<file path="src/hw/itcl_pkg.sv">
// Constants and types shared by the interval timer count latch block
package itcl_pkg;

    // Port addresses of the two timers
    localparam logic [7:0] ITCL_T1_DATA_BASE = 8'h40;  // Timer one, counter 0 data port
    localparam logic [7:0] ITCL_T1_CTRL      = 8'h43;  // Timer one control word
    localparam logic [7:0] ITCL_T2_DATA_BASE = 8'h48;  // Timer two, counter 0 data port
    localparam logic [7:0] ITCL_T2_CTRL      = 8'h4b;  // Timer two control word

    // Counter population
    localparam int         ITCL_NUM_CNT      = 6;      // Two timers of three counters
    localparam logic [2:0] ITCL_CNT_PER_TMR  = 3'h3;   // Counters in one timer
    localparam logic [1:0] ITCL_NO_COUNTER   = 2'h3;   // Data port slot with no counter

    // Control word field positions
    localparam int ITCL_SEL_HI = 7;                    // Counter select, high bit
    localparam int ITCL_SEL_LO = 6;                    // Counter select, low bit
    localparam int ITCL_ACC_HI = 5;                    // Access format, high bit
    localparam int ITCL_ACC_LO = 4;                    // Access format, low bit
    localparam int ITCL_CFG_HI = 5;                    // Top of the stored settings

    // Control word field values
    localparam logic [1:0] ITCL_SEL_READBACK = 2'h3;   // Read-back command select
    localparam logic [1:0] ITCL_ACC_LATCH    = 2'h0;   // Counter latch command
    localparam logic [1:0] ITCL_RW_LSB       = 2'h1;   // Low byte only
    localparam logic [1:0] ITCL_RW_MSB       = 2'h2;   // High byte only
    localparam logic [1:0] ITCL_RW_WORD      = 2'h3;   // Low byte then high byte

    // Values after reset
    localparam logic [5:0] ITCL_CFG_RST   = 6'h30;     // Two-byte format, mode 0, binary
    localparam logic [7:0] ITCL_RDATA_RST = 8'h00;     // Read data after reset and on unmapped reads

    // Types
    typedef logic [15:0] itcl_count_t;                 // One counter value
    typedef logic [7:0]  itcl_byte_t;                  // One bus byte
    typedef logic [5:0]  itcl_cfg_t;                   // Format, mode and countdown type

endpackage

</file>
<file path="src/hw/itcl_unit_if.sv">
// Carrier between the port decoder and one counter latch unit
`timescale 1ns/1ns
interface itcl_unit_if;
    import itcl_pkg::*;

    logic        latch_cmd;    // Latch command for this counter, one cycle
    logic        cfg_wr;       // Normal control word for this counter, one cycle
    itcl_cfg_t   cfg_data;     // Settings carried by the control word
    logic        rd_strobe;    // Data port read, one cycle
    itcl_count_t live;         // Running count from the counting element
    itcl_byte_t  rdata;        // Byte that the current read returns
    logic        latched;      // A captured count is waiting to be read
    itcl_cfg_t   cfg;          // Stored settings

    // Decoder side
    modport ctl  (output latch_cmd, cfg_wr, cfg_data, rd_strobe, live,
                  input  rdata, latched, cfg);
    // Counter side
    modport unit (input  latch_cmd, cfg_wr, cfg_data, rd_strobe, live,
                  output rdata, latched, cfg);
endinterface

</file>
<file path="src/hw/itcl_latch_unit.sv">
// Output latch and byte sequencing of one counter
`timescale 1ns/1ns
module itcl_latch_unit (
    // Clock and reset
    input  wire logic clock,
    input  wire logic sys_rst,
    // Decoder link
    itcl_unit_if.unit bus
);
    import itcl_pkg::*;

    itcl_cfg_t   cfg_r;        // Format, mode and countdown type
    itcl_count_t hold_r;       // Captured count
    logic        latched_r;    // Captured count not yet consumed
    logic        msb_next_r;   // Next two-byte read returns the high byte
    itcl_count_t src;          // Value that reads take bytes from
    logic [1:0]  rw_fmt;       // Programmed read format
    logic        take_msb;     // Current read returns the high byte
    logic        last_byte;    // Current read ends the value

    ////////////////////////////////////////////////////////////////////////
    // Read byte selection

    // Captured count has priority over the running count
    always_comb begin
        rw_fmt    = cfg_r[ITCL_CFG_HI -: 2];
        // (RULE8) latched value first
        src       = latched_r ? hold_r : bus.live;
        // (RULE3) byte by format
        take_msb  = (rw_fmt == ITCL_RW_MSB) || ((rw_fmt == ITCL_RW_WORD) && msb_next_r);
        last_byte = (rw_fmt != ITCL_RW_WORD) || msb_next_r;
        bus.rdata = take_msb ? src[15:8] : src[7:0];
    end

    ////////////////////////////////////////////////////////////////////////
    // Settings

    // A latch command never reaches this register
    always_ff @(posedge clock) begin
        if (sys_rst) begin
            cfg_r <= ITCL_CFG_RST;
        end else if (bus.cfg_wr) begin
            // (RULE7) only normal words
            cfg_r <= bus.cfg_data;
        end
    end

    ////////////////////////////////////////////////////////////////////////
    // Capture and release

    // Capture on the first latch command, release after the last byte
    always_ff @(posedge clock) begin
        if (sys_rst) begin
            latched_r <= 1'b0;
            hold_r    <= '0;
        end else if (bus.cfg_wr) begin
            // Reprogramming drops a pending capture
            latched_r <= 1'b0;
        end else if (bus.latch_cmd && !latched_r) begin
            // (RULE1) capture running count
            hold_r    <= bus.live;
            latched_r <= 1'b1;
        end else if (bus.rd_strobe && last_byte) begin
            // (RULE11) release after last byte
            latched_r <= 1'b0;
        end
        // (RULE2) later latch commands ignored while latched_r is set
    end

    // Byte pointer toggles only on reads of this counter's own port and clears on reprogramming
    always_ff @(posedge clock) begin
        if (sys_rst) begin
            msb_next_r <= 1'b0;
        end else if (bus.cfg_wr) begin
            msb_next_r <= 1'b0;
        end else if (bus.rd_strobe && (rw_fmt == ITCL_RW_WORD)) begin
            // (RULE4) high byte kept pending
            msb_next_r <= !msb_next_r;
        end
    end

    // Status toward the decoder
    assign bus.latched = latched_r;
    assign bus.cfg     = cfg_r;

endmodule

</file>
<file path="src/hw/itcl_count_latch_top.sv">
// Counter latch command handling for two three-counter interval timers
//
// Overview of operation
// (RULE1) Latch command captures running count, counting continues
// (RULE2) Further latch ignored until capture fully read
// (RULE3) Software reads capture in programmed byte format
// (RULE4) Pending high byte survives other counters' accesses
// (RULE5) Control bits 7:6 select counter or read-back
// (RULE6) Bits 5:4 zero means counter latch command
// (RULE7) Latch command leaves mode and format unchanged
// (RULE8) Reads return capture until its bytes consumed
// (RULE9) Capture read through each counter's own port
// (RULE10) Software finishes both bytes before switching routines
// (RULE11) After full read, running count returns again
// (RULE12) Timer one data ports at 040h upward
// (RULE13) Low four command bits written zero, ignored
`timescale 1ns/1ns
module itcl_count_latch_top (
    // Clock and reset
    input  wire logic                                           clock,
    input  wire logic                                           sys_rst,
    // I/O port access
    input  wire logic [7:0]                                     io_addr,
    input  wire logic [7:0]                                     io_wdata,
    input  wire logic                                           io_wr,
    input  wire logic                                           io_rd,
    output      logic [7:0]                                     io_rdata,
    output      logic                                           io_rdata_valid,
    // Running counts from the counting elements
    input  wire itcl_pkg::itcl_count_t [itcl_pkg::ITCL_NUM_CNT-1:0] live_count,
    // Counter state
    output      logic [itcl_pkg::ITCL_NUM_CNT-1:0]              latched,
    output      itcl_pkg::itcl_cfg_t [itcl_pkg::ITCL_NUM_CNT-1:0]   cnt_cfg
);
    import itcl_pkg::*;

    logic                          ctrl_hit;     // Access to a control word
    logic                          data_hit;     // Access to a counter data port
    logic                          tmr;          // Timer two addressed
    logic [1:0]                    cidx;         // Counter within the timer
    logic [2:0]                    uidx;         // Counter across both timers
    logic                          is_latch;     // Control word is a latch command
    logic                          is_normal;    // Control word programs a counter
    itcl_byte_t [ITCL_NUM_CNT-1:0] unit_byte;    // Read byte of each counter
    logic [ITCL_NUM_CNT-1:0]       unit_latched; // Capture pending per counter
    itcl_cfg_t [ITCL_NUM_CNT-1:0]  unit_cfg;     // Settings per counter

    ////////////////////////////////////////////////////////////////////////
    // Address and command decode

    // Find the addressed timer, counter and command kind
    always_comb begin
        ctrl_hit = 1'b0;
        data_hit = 1'b0;
        tmr      = 1'b0;
        cidx     = io_addr[1:0];
        if (io_addr == ITCL_T1_CTRL) begin
            ctrl_hit = 1'b1;
        end else if (io_addr == ITCL_T2_CTRL) begin
            ctrl_hit = 1'b1;
            tmr      = 1'b1;
        end else if ((io_addr[7:2] == ITCL_T1_DATA_BASE[7:2]) &&
                     (io_addr[1:0] != ITCL_NO_COUNTER)) begin
            // (RULE12) consecutive data ports
            data_hit = 1'b1;
        end else if ((io_addr[7:2] == ITCL_T2_DATA_BASE[7:2]) &&
                     (io_addr[1:0] != ITCL_NO_COUNTER)) begin
            data_hit = 1'b1;
            tmr      = 1'b1;
        end
        if (ctrl_hit) begin
            // (RULE5) counter select field
            cidx = io_wdata[ITCL_SEL_HI:ITCL_SEL_LO];
        end
        uidx = tmr ? (3'(cidx) + ITCL_CNT_PER_TMR) : 3'(cidx);
        // (RULE6) latch command decode
        is_latch  = (cidx != ITCL_SEL_READBACK) &&
                    (io_wdata[ITCL_ACC_HI:ITCL_ACC_LO] == ITCL_ACC_LATCH);
        // (RULE13) low bits not decoded
        is_normal = (cidx != ITCL_SEL_READBACK) &&
                    (io_wdata[ITCL_ACC_HI:ITCL_ACC_LO] != ITCL_ACC_LATCH);
    end

    ////////////////////////////////////////////////////////////////////////
    // Counter latch units

    // One unit per counter, each with its own link
    itcl_unit_if u_if [ITCL_NUM_CNT] ();

    for (genvar g = 0; g < ITCL_NUM_CNT; g++) begin : g_cnt
        // Strobes reach only the addressed counter
        assign u_if[g].latch_cmd = io_wr && ctrl_hit && is_latch && (uidx == 3'(g));
        assign u_if[g].cfg_wr    = io_wr && ctrl_hit && is_normal && (uidx == 3'(g));
        assign u_if[g].cfg_data  = io_wdata[ITCL_CFG_HI:0];
        // (RULE9) read via own port
        assign u_if[g].rd_strobe = io_rd && data_hit && (uidx == 3'(g));
        assign u_if[g].live      = live_count[g];
        assign unit_byte[g]      = u_if[g].rdata;
        assign unit_latched[g]   = u_if[g].latched;
        assign unit_cfg[g]       = u_if[g].cfg;

        itcl_latch_unit u_unit (
            .clock   (clock),
            .sys_rst (sys_rst),
            .bus     (u_if[g])
        );
    end

    ////////////////////////////////////////////////////////////////////////
    // Read data and status outputs

    // Read answer one cycle after the strobe, zero for unmapped ports
    always_ff @(posedge clock) begin
        if (sys_rst) begin
            io_rdata       <= ITCL_RDATA_RST;
            io_rdata_valid <= 1'b0;
        end else begin
            io_rdata_valid <= io_rd;
            if (io_rd && data_hit) begin
                io_rdata <= unit_byte[uidx];
            end else if (io_rd) begin
                io_rdata <= ITCL_RDATA_RST;
            end
        end
    end

    // Registered copies of each counter's state
    always_ff @(posedge clock) begin
        if (sys_rst) begin
            latched <= '0;
            cnt_cfg <= {ITCL_NUM_CNT{ITCL_CFG_RST}};
        end else begin
            latched <= unit_latched;
            cnt_cfg <= unit_cfg;
        end
    end

endmodule

</file>
<file path="config.mk">
export PLATFORM = sky130hd
export DESIGN_NAME = itcl_count_latch_top
export DESIGN_NICKNAME = d
export VERILOG_FILES = /design/src/hw/itcl_pkg.sv /design/src/hw/itcl_unit_if.sv /design/src/hw/itcl_latch_unit.sv /design/src/hw/itcl_count_latch_top.sv
export SDC_FILE = /design/constraint.sdc
export NUM_CORES = 1
export LEC_CHECK = 0
export ABC_CLOCK_PERIOD_IN_PS = 6650
export BUFFER_PORTS_ARGS = -buffer_cell sky130_fd_sc_hd__buf_2
export CORE_UTILIZATION = 60
export DETAILED_ROUTE_END_ITERATION = 7
export PLACE_DENSITY = 0.86
export SLEW_MARGIN = 40
export SYNTH_ARGS = -nofsm -noshare
export SYNTH_HDL_FRONTEND = slang
export SYNTH_SLANG_ARGS = --single-unit
</file>
<file path="constraint.sdc">
create_clock -name clock -period 6.65 [get_ports clock]
set_input_delay 1.33 -clock clock [delete_from_list [all_inputs] [get_ports clock]]
set_output_delay 1.33 -clock clock [all_outputs]
set_load 0.01 [all_outputs]
</file>
==> results.py, run 1 <==
metrics = {
    "status": {
        "outcome": "finished clean",
    },
    "global_route": {
        "first_global_vias": 6823,
        "grtUsageMet1": 0.3706,
        "grt_util_all_layers": 0.2961,
        "grt_pass1_wl_mm": 33.60,
        "grt-busiest-layer": "met2",
        "use_met3": 0.06579,
        "grt_max_degree": 83,
        "grt_use_met2": 0.4858,
        "grt_overflow": 0,
        "antenna_found_initial": 2,
    },
    "critical_path": {
        "critPathSlowestCell": "or4_2",
        "crit_path_max_fanout": 16,
        "required_ns": 6.94,
        "path_buf_inv": 2,
        "cpPeakStageDelay_ns": 0.99,
        "critPathArrivalTime_ns": 4.91,
        "reg2reg_slack_ns": 4.34,
        "path_delay_family": "simple AND/OR/NAND/NOR gates",
        "worst-setup-path-type": "input port to flop",
        "cp-start-kind": "input port",
        "crit_chain": "buf_2, or4b_4, nor2_1, nand2_1, nand2_1, inv_1, ha_1, nand4b_1, or4_4, or4_2, mux2i_1, nor2_1",
        "cp-end-kind": "flop",
    },
    "synthesis": {
        "yosysSeqAreaShare": 0.4558,
        "yosysWarnings": 0,
        "synth_nets": 980,
        "ys_types": 51,
        "synthesis.area_um2": 8564,
        "synthCells": 862,
        "synth_ff_type": "dfxtp_1",
        "ys_ff_latch": 195,
        "async_flop_share": 0,
        "synth_edf_count": 0,
        "synth_area_per_cell_um2": 9.936,
    },
    "timing": {
        "tns_ns": 0,
        "finalCriticalPeriod_ns": 4.618,
        "fmax_ghz": 0.2166,
        "fin_crit_sh": 0.6944,
        "whs_ns": 0.4487,
        "fin_skew_ns": 0.01018,
        "worst_slew_pin_slew_ns": 0.8077,
        "hold_viol": 0,
        "setup_ws_ns": 2.032,
        "relSlewSlack": 0.4591,
        "rsz0062_at_grt": "no",
        "setup_viol": 0,
        "slew_violations": 0,
    },
    "floorplanning": {
        "start_util": 0.6170,
        "die-area_um2": 14760,
        "core_area_um2": 13880,
        "rows": 43,
        "dieHeight_um": 121.5,
        "die_w_um": 121.5,
        "ios": 167,
    },
    "clock_network": {
        "cts_root_buf": "clkbuf_16",
        "cts_max_level": 4,
        "cts_resized": 0,
        "cts_made_buffers": 17,
        "clk_path_buf_depth": 2,
        "postCtsSetupRepairBufs": 0,
        "holdBufCountCts": 0,
        "cts_tree": "yes",
        "clock_latency_ns": 0.44,
        "cts.sink_count": 195,
        "path_clk_slew_ns": 0.07,
    },
    "placed_design": {
        "gp_congestion": 0.8802,
        "hpwl_mm": 15.03,
        "pre_cts_slack_ns": 1.614,
        "io_buffers": 166,
    },
    "pwr": {
        "ir_drop_uv": 172.9,
        "p_per_area_nw_per_um2": 226.7,
        "p_total_uw": 2278,
        "leakage_uw": 0.003869,
    },
    "cells_and_area": {
        "syn_to_final_growth_pct": 17.34,
        "layout-drive-gt1-share": 0.2966,
        "nNetsFinal": 1120,
        "n_antenna_cell": 0,
    },
    "detailed_routing": {
        "drc": 0,
        "viasPerCell": 6.015,
        "routed_wl_mm": 21.24,
        "vias": 7188,
        "dr.pass1.iters": 7,
        "drt-initial-drc-count": 645,
        "drt-wirelength-per-cell_um": 17.77,
        "antenna_left": 0,
    },
    "run": {
        "maxCapViolations": 0,
    },
    "min_path": {
        "hold_class": "flop to flop",
    },
}
synthesized netlist by cell type, types with 3 or more instances:
master    count  area share
nor2b_1      33       0.024
mux4_2       48        0.13
xnor2_1       3      0.0031
buf_2         8      0.0047
a21o_1        3      0.0026
nor4_2        3      0.0044
nor2_1       73       0.032
a31oi_1       5      0.0037
nor4_1        3      0.0022
and3_1        3      0.0022
mux2_2        9       0.012
clkbuf_1     39       0.017
buf_6         3      0.0039
nand2_1     151       0.066
o22a_1        7      0.0072
o21ai_0      13      0.0076
a22oi_1       8      0.0070
nand3_1       4      0.0023
or2_2        13      0.0095
nor3_1       11      0.0064
buf_1         7      0.0031
or4_1         3      0.0026
a21boi_0      5      0.0044
dfxtp_1     195        0.46
mux2i_1      80       0.093
inv_1        11      0.0048
o211ai_1      6      0.0053
nand4_1       3      0.0022
a21oi_1      79       0.046
or4_2         3      0.0031
nor3_2        4      0.0047
metal layers:
metal,routed length [um],vias up,share of wire
li1,-,3333,-
met1,8526,3475,0.40
met2,10430,322,0.49
met3,1580,54,0.074
met4,673,4,0.032
met5,28,-,0.0013
flip-flops by register name (all words and copies together), names as in the netlist:
register,count
g_cnt.u_unit.msb_next_r,6
g_cnt.u_unit.bus.latched,6
io_rdata_valid,1
latched,6
g_cnt.u_unit.bus.cfg,36
cnt_cfg,36
io_rdata,8
g_cnt.u_unit.hold_r,96
area by class of cell:
| cell class | count | area, um^2 |
|---|---|---|
| Fill cell | 994 | 3831 |
| Sequential cell | 195 | 3904 |
| Clock buffer | 17 | 425.4 |
| Tap cell | 180 | 225.2 |
| Inverter | 12 | 45.04 |
| Clock inverter | 15 | 123.9 |
| Timing Repair Buffer | 178 | 923.4 |
| Multi-Input combinational cell | 598 | 4403 |
tightest hold or removal path, cell delays in order (launching register included):
cell and delay (ns):
dfxtp_1 0.31, nand2_1 0.05, a21oi_1 0.05
where the power goes:
group | internal, uW | switching [uW] | leakage (uW) | total (uW)
Sequential | 1170 | 0.420 | 0.00157 | 1170
Clock | 489 | 474 | 0.000266 | 963
Combinational | 61.3 | 85.4 | 0.00203 | 147
worst paths after layout:
| kind | startpoint | cells after the start | to |
|---|---|---|---|
| max | io_addr[5] | 12 | g_cnt[3].u_unit.hold_r[7]$_SDFFE_PP0P_ |
| min | g_cnt[0].u_unit.hold_r[4]$_SDFFE_PP0P_ | 2 | g_cnt[0].u_unit.hold_r[4]$_SDFFE_PP0P_ |
| max reg2reg | g_cnt[5].u_unit.bus.cfg[5]$_SDFFE_PP1P_ | 5 | io_rdata[4]$_SDFFE_PP0P_ |
| min reg2reg | g_cnt[0].u_unit.hold_r[4]$_SDFFE_PP0P_ | 2 | g_cnt[0].u_unit.hold_r[4]$_SDFFE_PP0P_ |
kinds of logic after synthesis:
group	count (synthesis)	share of synthesized area
muxes	137	0.2316
AOI/OAI and AO/OA	141	0.1014
DFF	195	0.4558
buffers and inverters	69	0.03404
and+or+nand+nor	315	0.1712
adders and majority gates	2	0.002921
xor gates and xnor gates	3	0.003068
placed cells by master, fill, tap and decap left out, drive strengths merged, types with 13 or more instances in the layout:
master,count
dfxtp,195
o21ai,13
nor2,73
nor2b,33
a21oi,79
or2,13
nor3,15
mux2i,80
inv,18
nand2,151
clkbuf,17
buf,178
mux4,48
through the flow:
step                      std cells  utilization  area [um^2]
final                          1195       0.7240        10050
after global routing           1195       0.7240        10050
after CTS                      1195       0.7230        10040
after detailed placement       1163       0.6834         9487
after global placement         1163       0.6829         9479
after floorplan                 862            -         8564
(Power assumes the default switching activity.)
==> inputs of run 2 (changes only) <==
--- a/config.mk
+++ b/config.mk
@@ -5,11 +5,12 @@
 export SDC_FILE = /design/constraint.sdc
 export NUM_CORES = 1
 export LEC_CHECK = 0
-export ABC_CLOCK_PERIOD_IN_PS = 6650
+export ABC_AREA = 1
+export ABC_CLOCK_PERIOD_IN_PS = 4600
 export BUFFER_PORTS_ARGS = -buffer_cell sky130_fd_sc_hd__buf_2
-export CORE_UTILIZATION = 60
+export CORE_UTILIZATION = 56
 export DETAILED_ROUTE_END_ITERATION = 7
-export PLACE_DENSITY = 0.86
+export PLACE_DENSITY = 0.8
 export SLEW_MARGIN = 40
 export SYNTH_ARGS = -nofsm -noshare
 export SYNTH_HDL_FRONTEND = slang
==> constraint.sdc (replaced) <==
create_clock -name clock -period 4.6 [get_ports clock]
set_input_delay 0.92 -clock clock [delete_from_list [all_inputs] [get_ports clock]]
set_output_delay 0.92 -clock clock [all_outputs]
set_load 0.01 [all_outputs]
==> results.py, run 2 <==
metrics = {
    "synthesis": {
        "synthesis.area_um2": 9259,
        "yosysSeqAreaShare": 0.4216,
        "synth_area_leaders": "dfxtp_1 42%, nand2_1 13%, nor2_1 8.7%",
        "synth_area_per_cell_um2": 6.637,
        "synthCells": 1395,
        "synth_top_area_frac": 0.4216,
        "ys_ff_latch": 195,
        "synth_edf_count": 0,
        "synth_ff_type": "dfxtp_1",
        "yosysMostFrequentCell": "nand2_1",
        "ys_types": 31,
        "yosys-top-cells-count": "321 x nand2_1, 215 x nor2_1, 195 x dfxtp_1",
        "yosysTopAreaCell": "dfxtp_1",
        "async_flop_share": 0,
        "synth_nets": 1513,
        "yosysWarnings": 0,
    },
    "timing": {
        "rsz0062_at_grt": "no",
        "fin_crit_sh": 0.6979,
        "worst_slew_pin_slew_ns": 0.7778,
        "slew_violations": 0,
        "setup_ws_ns": 1.390,
        "tns_ns": 0,
        "fin_skew_ns": 0.01360,
        "setup_viol": 0,
        "fmax_ghz": 0.3115,
        "finalCriticalPeriod_ns": 3.210,
        "relSlewSlack": 0.4783,
        "hold_viol": 0,
    },
    "global_route": {
        "grt_overflow": 0,
        "antenna_found_initial": 1,
        "grt_pass1_wl_mm": 37.46,
        "grt_max_degree": 64,
        "first_global_vias": 8023,
        "grt_util_all_layers": 0.2779,
    },
    "detailed_routing": {
        "drt-initial-drc-count": 708,
        "routed_wl_mm": 23.09,
        "antenna_left": 0,
        "viasPerCell": 5.188,
        "vias": 9073,
        "dr.pass1.iters": 5,
        "drt-wirelength-per-cell_um": 13.20,
        "drc": 0,
    },
    "floorplanning": {
        "dieHeight_um": 130.6,
        "start_util": 0.5787,
        "rows": 46,
        "die-area_um2": 17050,
        "ios": 167,
        "core_area_um2": 16000,
        "die_w_um": 130.6,
    },
    "critical_path": {
        "crit_path_max_fanout": 33,
        "critPathArrivalTime_ns": 3.55,
        "worstReg2RegStart": "g_cnt[1].u_unit.bus.latched$_SDFFE_PP0P_",
        "reg2reg_slack_ns": 2.23,
        "worst-setup-path-type": "input port to flop",
        "required_ns": 4.94,
        "cp-end-kind": "flop",
        "cp-start-kind": "input port",
        "timing.rr.end": "io_rdata[1]$_SDFFE_PP0P_",
        "r2r_cells": 10,
    },
    "pwr": {
        "leakage_uw": 0.005067,
        "p_comb_frac": 0.072,
        "ir_drop_uv": 276.7,
        "switching_share": 0.2672,
        "p_per_area_nw_per_um2": 319.7,
        "p_int_uw": 2519,
        "p_sw_uw": 918.6,
        "p_seq_frac": 0.491,
        "power.share.clock": 0.437,
    },
    "cells_and_area": {
        "top_register": "g_cnt.u_unit.hold_r",
        "fillers": 1489,
        "largest_reg_flops": 96,
        "final_common_cell": "nand2_1",
        "nNetsFinal": 1637,
        "layout_common_cells": "321 x nand2_1, 215 x nor2_1, 191 x dfxtp_1",
        "syn_to_final_growth_pct": 16.12,
        "layout-drive-gt1-share": 0.1815,
    },
    "placed_design": {
        "gp_congestion": 0.8850,
        "hpwl_mm": 16.36,
        "pre_cts_slack_ns": 0.9634,
        "io_buffers": 166,
    },
    "clock_network": {
        "cts_root_buf": "clkbuf_16",
        "cts_resized": 0,
        "cts.sink_count": 195,
        "cts_tree": "yes",
        "clk_path_buf_depth": 2,
        "holdBufCountCts": 0,
        "path_clk_slew_ns": 0.08,
        "cts_max_level": 4,
        "cts_made_buffers": 17,
        "clock_latency_ns": 0.45,
        "postCtsSetupRepairBufs": 0,
    },
    "status": {
        "outcome": "finished clean",
    },
    "min_path": {
        "hold_class": "flop to flop",
        "min_from": "g_cnt[5].u_unit.bus.cfg[2]$_SDFFE_PP0P_",
        "hold_end": "cnt_cfg[32]$_SDFF_PP0_",
        "holdPathStages": 2,
    },
    "run": {
        "maxCapViolations": 0,
    },
}
[run 2: cell count changes after synthesis, moves of 19 or more]
cell      previous run  this run
nor2_1              73       215
o211ai_1             6        29
mux2i_1             80         0
nand2_1            151       321
a21oi_1             79        98
nor2b_1             33         0
mux4_2              48         0
o21ai_0             13       134
nand3_1              4        42
o21ai_1              0        52
inv_1               11       163
[run 2: how the worst max path moves through the flow]
stage / from / endpoint / slack, ns / cells past startpoint
after global routing: io_addr[7] / g_cnt[5].u_unit.hold_r[9]$_SDFFE_PP0P_ / 1.03 / 12
final: io_addr[6] / g_cnt[5].u_unit.hold_r[6]$_SDFFE_PP0P_ / 1.39 / 12
after global placement: io_addr[5] / g_cnt[5].u_unit.hold_r[0]$_SDFFE_PP0P_ / 1.17 / 11
after detailed placement: io_addr[6] / g_cnt[5].u_unit.hold_r[6]$_SDFFE_PP0P_ / 0.96 / 12
after CTS: io_addr[6] / g_cnt[5].u_unit.hold_r[6]$_SDFFE_PP0P_ / 1.41 / 12
after floorplan: io_addr[4] / g_cnt[3].u_unit.hold_r[14]$_SDFFE_PP0P_ / 1.87 / 15
[run 2: logic make-up (layout without fill, tap and decap cells)]
| family | Yosys count | after routing | share of synthesized area |
|---|---|---|---|
| other | 0 | 1 | 0 |
| flip-flops | 195 | 195 | 0.4216 |
| AO/OA/AOI/OAI | 313 | 313 | 0.1770 |
| buffers and inverters | 248 | 385 | 0.1050 |
| AND/OR/NAND/NOR | 635 | 635 | 0.2918 |
| XOR/XNOR | 2 | 2 | 0.001892 |
| adder cells (fa/ha/maj) | 2 | 2 | 0.002702 |
[run 2: layout make-up]
class                      instances  area, um^2  area share
antenna                            1       2.502   0.0002327
clock buffer                      17       425.4     0.03957
clock inverter                    15       187.7     0.01746
tap                              216       270.3     0.02514
multi-input combinational        952        4402      0.4094
inverter                         182       686.9     0.06389
timing repair buffer             171       868.3     0.08076
sequential                       195        3909      0.3636
[run 2: metal layers]
metal / wire length, um / track usage / up-vias
met2: 10930 / 0.4641 / 308
met5: 0 / 0 / -
met4: 499 / 0.1041 / 0
met3: 1341 / 0.04031 / 43
met1: 10330 / 0.3643 / 4078
li1: - / - / 4644
[run 2: metrics by stage]
| step | power (uW) | hold slack, ns | instances | util | area, um^2 |
|---|---|---|---|---|---|
| 2_1_floorplan | 1867 | 0.4101 | 1395 | - | 9259 |
| 3_3_place_gp | 1969 | 0.4178 | 1716 | 0.6319 | 10110 |
| 3_5_place_dp | 1972 | 0.4221 | 1716 | 0.6333 | 10130 |
| 4_1_cts | 3441 | 0.4343 | 1748 | 0.6716 | 10750 |
| 5_1_grt | 3542 | 0.4527 | 1749 | 0.6720 | 10750 |
| 6_report | 3437 | 0.4294 | 1749 | 0.6720 | 10750 |
[run 2: power by group through the flow]
stage / clock network (uW) / registers [uW] / logic [uW]
after global routing: 1580 / 1690 / 276
after floorplan: 0 / 1730 / 139
after CTS: 1510 / 1690 / 246
final: 1500 / 1690 / 248
after detailed placement: 0 / 1730 / 244
after global placement: 0 / 1730 / 241
[run 2: worst max-delay path: stages]
cell and delay (ns):
buf_2 0.09, inv_1 0.03, nor2_1 0.13, nand3_1 0.14, nor2_2 0.21, nand3_1 0.38, nand2_2 0.51, nand2_4 0.12
nor2_4 0.14, nand3_2 0.49, nor2_1 0.29, nor2_1 0.07
==> inputs of run 3 (changes only) <==
--- a/config.mk
+++ b/config.mk
@@ -5,10 +5,10 @@
 export SDC_FILE = /design/constraint.sdc
 export NUM_CORES = 1
 export LEC_CHECK = 0
-export ABC_AREA = 1
-export ABC_CLOCK_PERIOD_IN_PS = 4600
+export ABC_AREA = 0
+export ABC_CLOCK_PERIOD_IN_PS = 3060
 export BUFFER_PORTS_ARGS = -buffer_cell sky130_fd_sc_hd__buf_2
-export CORE_UTILIZATION = 56
+export CORE_UTILIZATION = 55
 export DETAILED_ROUTE_END_ITERATION = 7
 export PLACE_DENSITY = 0.8
 export SLEW_MARGIN = 40
==> constraint.sdc (replaced) <==
create_clock -name clock -period 3.06 [get_ports clock]
set_input_delay 0.612 -clock clock [delete_from_list [all_inputs] [get_ports clock]]
set_output_delay 0.612 -clock clock [all_outputs]
set_load 0.01 [all_outputs]
==> results.py, run 3 (same netlist as run 1, synthesis figures left out) <==
metrics = {
    "status": {
        "outcome": "finished with violations",
        "violations": "setup timing",
    },
    "global_route": {
        "grt_util_all_layers": 0.2812,
        "antenna_found_initial": 0,
        "grt_max_degree": 138,
        "first_global_vias": 6953,
        "grt_pass1_wl_mm": 34.97,
        "grt_overflow": 0,
    },
    "floorplanning": {
        "dieHeight_um": 126.8,
        "start_util": 0.5634,
        "ios": 167,
        "die_w_um": 126.8,
        "die-area_um2": 16070,
        "core_area_um2": 15200,
        "rows": 45,
    },
    "critical_path": {
        "cp-end-kind": "flop",
        "startpoint": "io_addr[5]",
        "critPathArrivalTime_ns": 3.48,
        "timing.rr.end": "io_rdata[6]$_SDFFE_PP0P_",
        "cp-start-kind": "input port",
        "reg2reg_slack_ns": 0.90,
        "worstSetupEndpoint": "g_cnt[2].u_unit.hold_r[7]$_SDFFE_PP0P_",
        "worst-setup-path-type": "input port to flop",
        "crit_path_max_fanout": 8,
        "required_ns": 3.37,
        "r2r_cells": 7,
        "worstReg2RegStart": "g_cnt[1].u_unit.msb_next_r$_SDFFE_PP0P_",
    },
    "cells_and_area": {
        "final_common_cell": "dfxtp_1",
        "layout-drive-gt1-share": 0.3853,
        "fin_util": 0.7332,
        "n_antenna_cell": 0,
        "syn_to_final_growth_pct": 30.14,
        "layout_common_cells": "195 x dfxtp_1, 163 x buf_2, 124 x nand2_1",
        "nNetsFinal": 1190,
        "top_register": "g_cnt.u_unit.hold_r",
        "final_area_um2": 11150,
        "largest_reg_flops": 96,
    },
    "timing": {
        "finalCriticalPeriod_ns": 3.176,
        "slew_violations": 0,
        "hold_viol": 0,
        "relSlewSlack": 0.5801,
        "rsz0062_at_grt": "yes",
        "fin_crit_sh": 1.038,
        "fmax_ghz": 0.3148,
        "setup_viol": 83,
        "setup_ws_ns": -0.1165,
        "worst_slew_pin_slew_ns": 0.6289,
        "fin_skew_ns": 0.006491,
    },
    "detailed_routing": {
        "dr.pass1.iters": 5,
        "viasPerCell": 5.783,
        "drt-initial-drc-count": 629,
        "antenna_left": 0,
        "drt-wirelength-per-cell_um": 18.03,
        "vias": 7362,
        "drc": 0,
        "routed_wl_mm": 22.96,
    },
    "placed_design": {
        "dpl-instance-area_um2": 10040,
        "hpwl_mm": 15.18,
        "gp_congestion": 0.8699,
        "io_buffers": 166,
    },
    "clock_network": {
        "cts_max_level": 4,
        "clock_latency_ns": 0.44,
        "cts_root_buf": "clkbuf_16",
        "path_clk_slew_ns": 0.07,
        "holdBufCountCts": 0,
        "clk_path_buf_depth": 2,
        "cts_tree": "yes",
        "cts.sink_count": 195,
        "cts_made_buffers": 17,
    },
    "pwr": {
        "p_per_area_nw_per_um2": 464.5,
        "ir_drop_uv": 386.9,
        "p_total_uw": 5177,
        "leakage_uw": 0.004377,
    },
    "min_path": {
        "hold_class": "input port to flop",
    },
    "run": {
        "maxCapViolations": 0,
    },
}
==> run 3: final cells by class <==
class | count | area, um^2
inverters | 12 | 45.04
repair buffers | 247 | 1688
well taps | 188 | 235.2
multi-input cells | 599 | 4668
flip-flops and latches | 195 | 3904
clock inverters | 14 | 166.4
fillers | 1095 | 4056
clock buffers | 18 | 439.2
==> run 3: worst min-delay path by stage <==
stage          cells after the start                                 endpoint  slack (ns)                                    start
2_1_floorplan                      2   g_cnt[0].u_unit.hold_r[0]$_SDFFE_PP0P_        0.43   g_cnt[0].u_unit.hold_r[0]$_SDFFE_PP0P_
3_3_place_gp                       2  g_cnt[1].u_unit.hold_r[14]$_SDFFE_PP0P_        0.43  g_cnt[1].u_unit.hold_r[14]$_SDFFE_PP0P_
3_5_place_dp                       2   g_cnt[4].u_unit.hold_r[3]$_SDFFE_PP0P_        0.44   g_cnt[4].u_unit.hold_r[3]$_SDFFE_PP0P_
4_1_cts                            3   g_cnt[3].u_unit.hold_r[9]$_SDFFE_PP0P_        0.41                           live_count[57]
5_1_grt                            3  g_cnt[3].u_unit.hold_r[10]$_SDFFE_PP0P_        0.41                           live_count[58]
6_report                           3   g_cnt[1].u_unit.hold_r[5]$_SDFFE_PP0P_        0.41                           live_count[21]
==> run 3: report_power, final <==
| group | internal (uW) | switching, uW | total (uW) | leakage, uW |
|---|---|---|---|---|
| clock network | 1190 | 1070 | 2260 | 0.000289 |
| logic | 169 | 210 | 379 | 0.00252 |
| registers | 2540 | 0.967 | 2540 | 0.00157 |
| total | 3890 | 1280 | 5180 | 0.00438 |
==> run 3: timing repair <==
| action | 4_1_cts | 5_1_grt |
|---|---|---|
| resized for setup | 11 | 73 |
| endpoints found under the setup margin | 80 | 132 |
| pin swaps | 0 | 34 |
| cloned | 2 | 3 |
| setup buffers | 5 | 10 |
==> run 3: per-stage QoR <==
step | hold WS (ns) | instances | setup TNS [ns] | setup slack, ns
after floorplan | 0.4286 | 862 | -29.58 | -0.4482
after global placement | 0.4336 | 1222 | -51.92 | -0.4962
after detailed placement | 0.4438 | 1222 | -57.78 | -0.5624
after CTS | 0.4106 | 1261 | -1.081 | -0.06227
after global routing | 0.4114 | 1273 | -11.56 | -0.2020
final | 0.4111 | 1273 | -5.150 | -0.1165
==> run 3: worst max-delay path: stages <==
cell       delay (ns)
buf_6            0.09
or4b_4           0.56
nor2_4           0.13
nand2_1          0.07
nand2_2          0.10
inv_2            0.06
ha_4             0.14
nand4b_1         0.21
or4_4            0.54
buf_6            0.17
a2111oi_4        0.17
buf_4            0.20
clkbuf_16        0.17
mux2i_1          0.18
nor2_1           0.06
==> run 3: routing by layer <==
layer / wire, um / vias up / global-route usage / share of wire
met1: 9452 / 3574 / 0.3623 / 0.41
met4: 652 / 0 / 0.1106 / 0.028
li1: - / 3472 / - / -
met2: 11400 / 271 / 0.4677 / 0.50
met3: 1455 / 45 / 0.05525 / 0.063
met5: 0 / - / 0 / 0
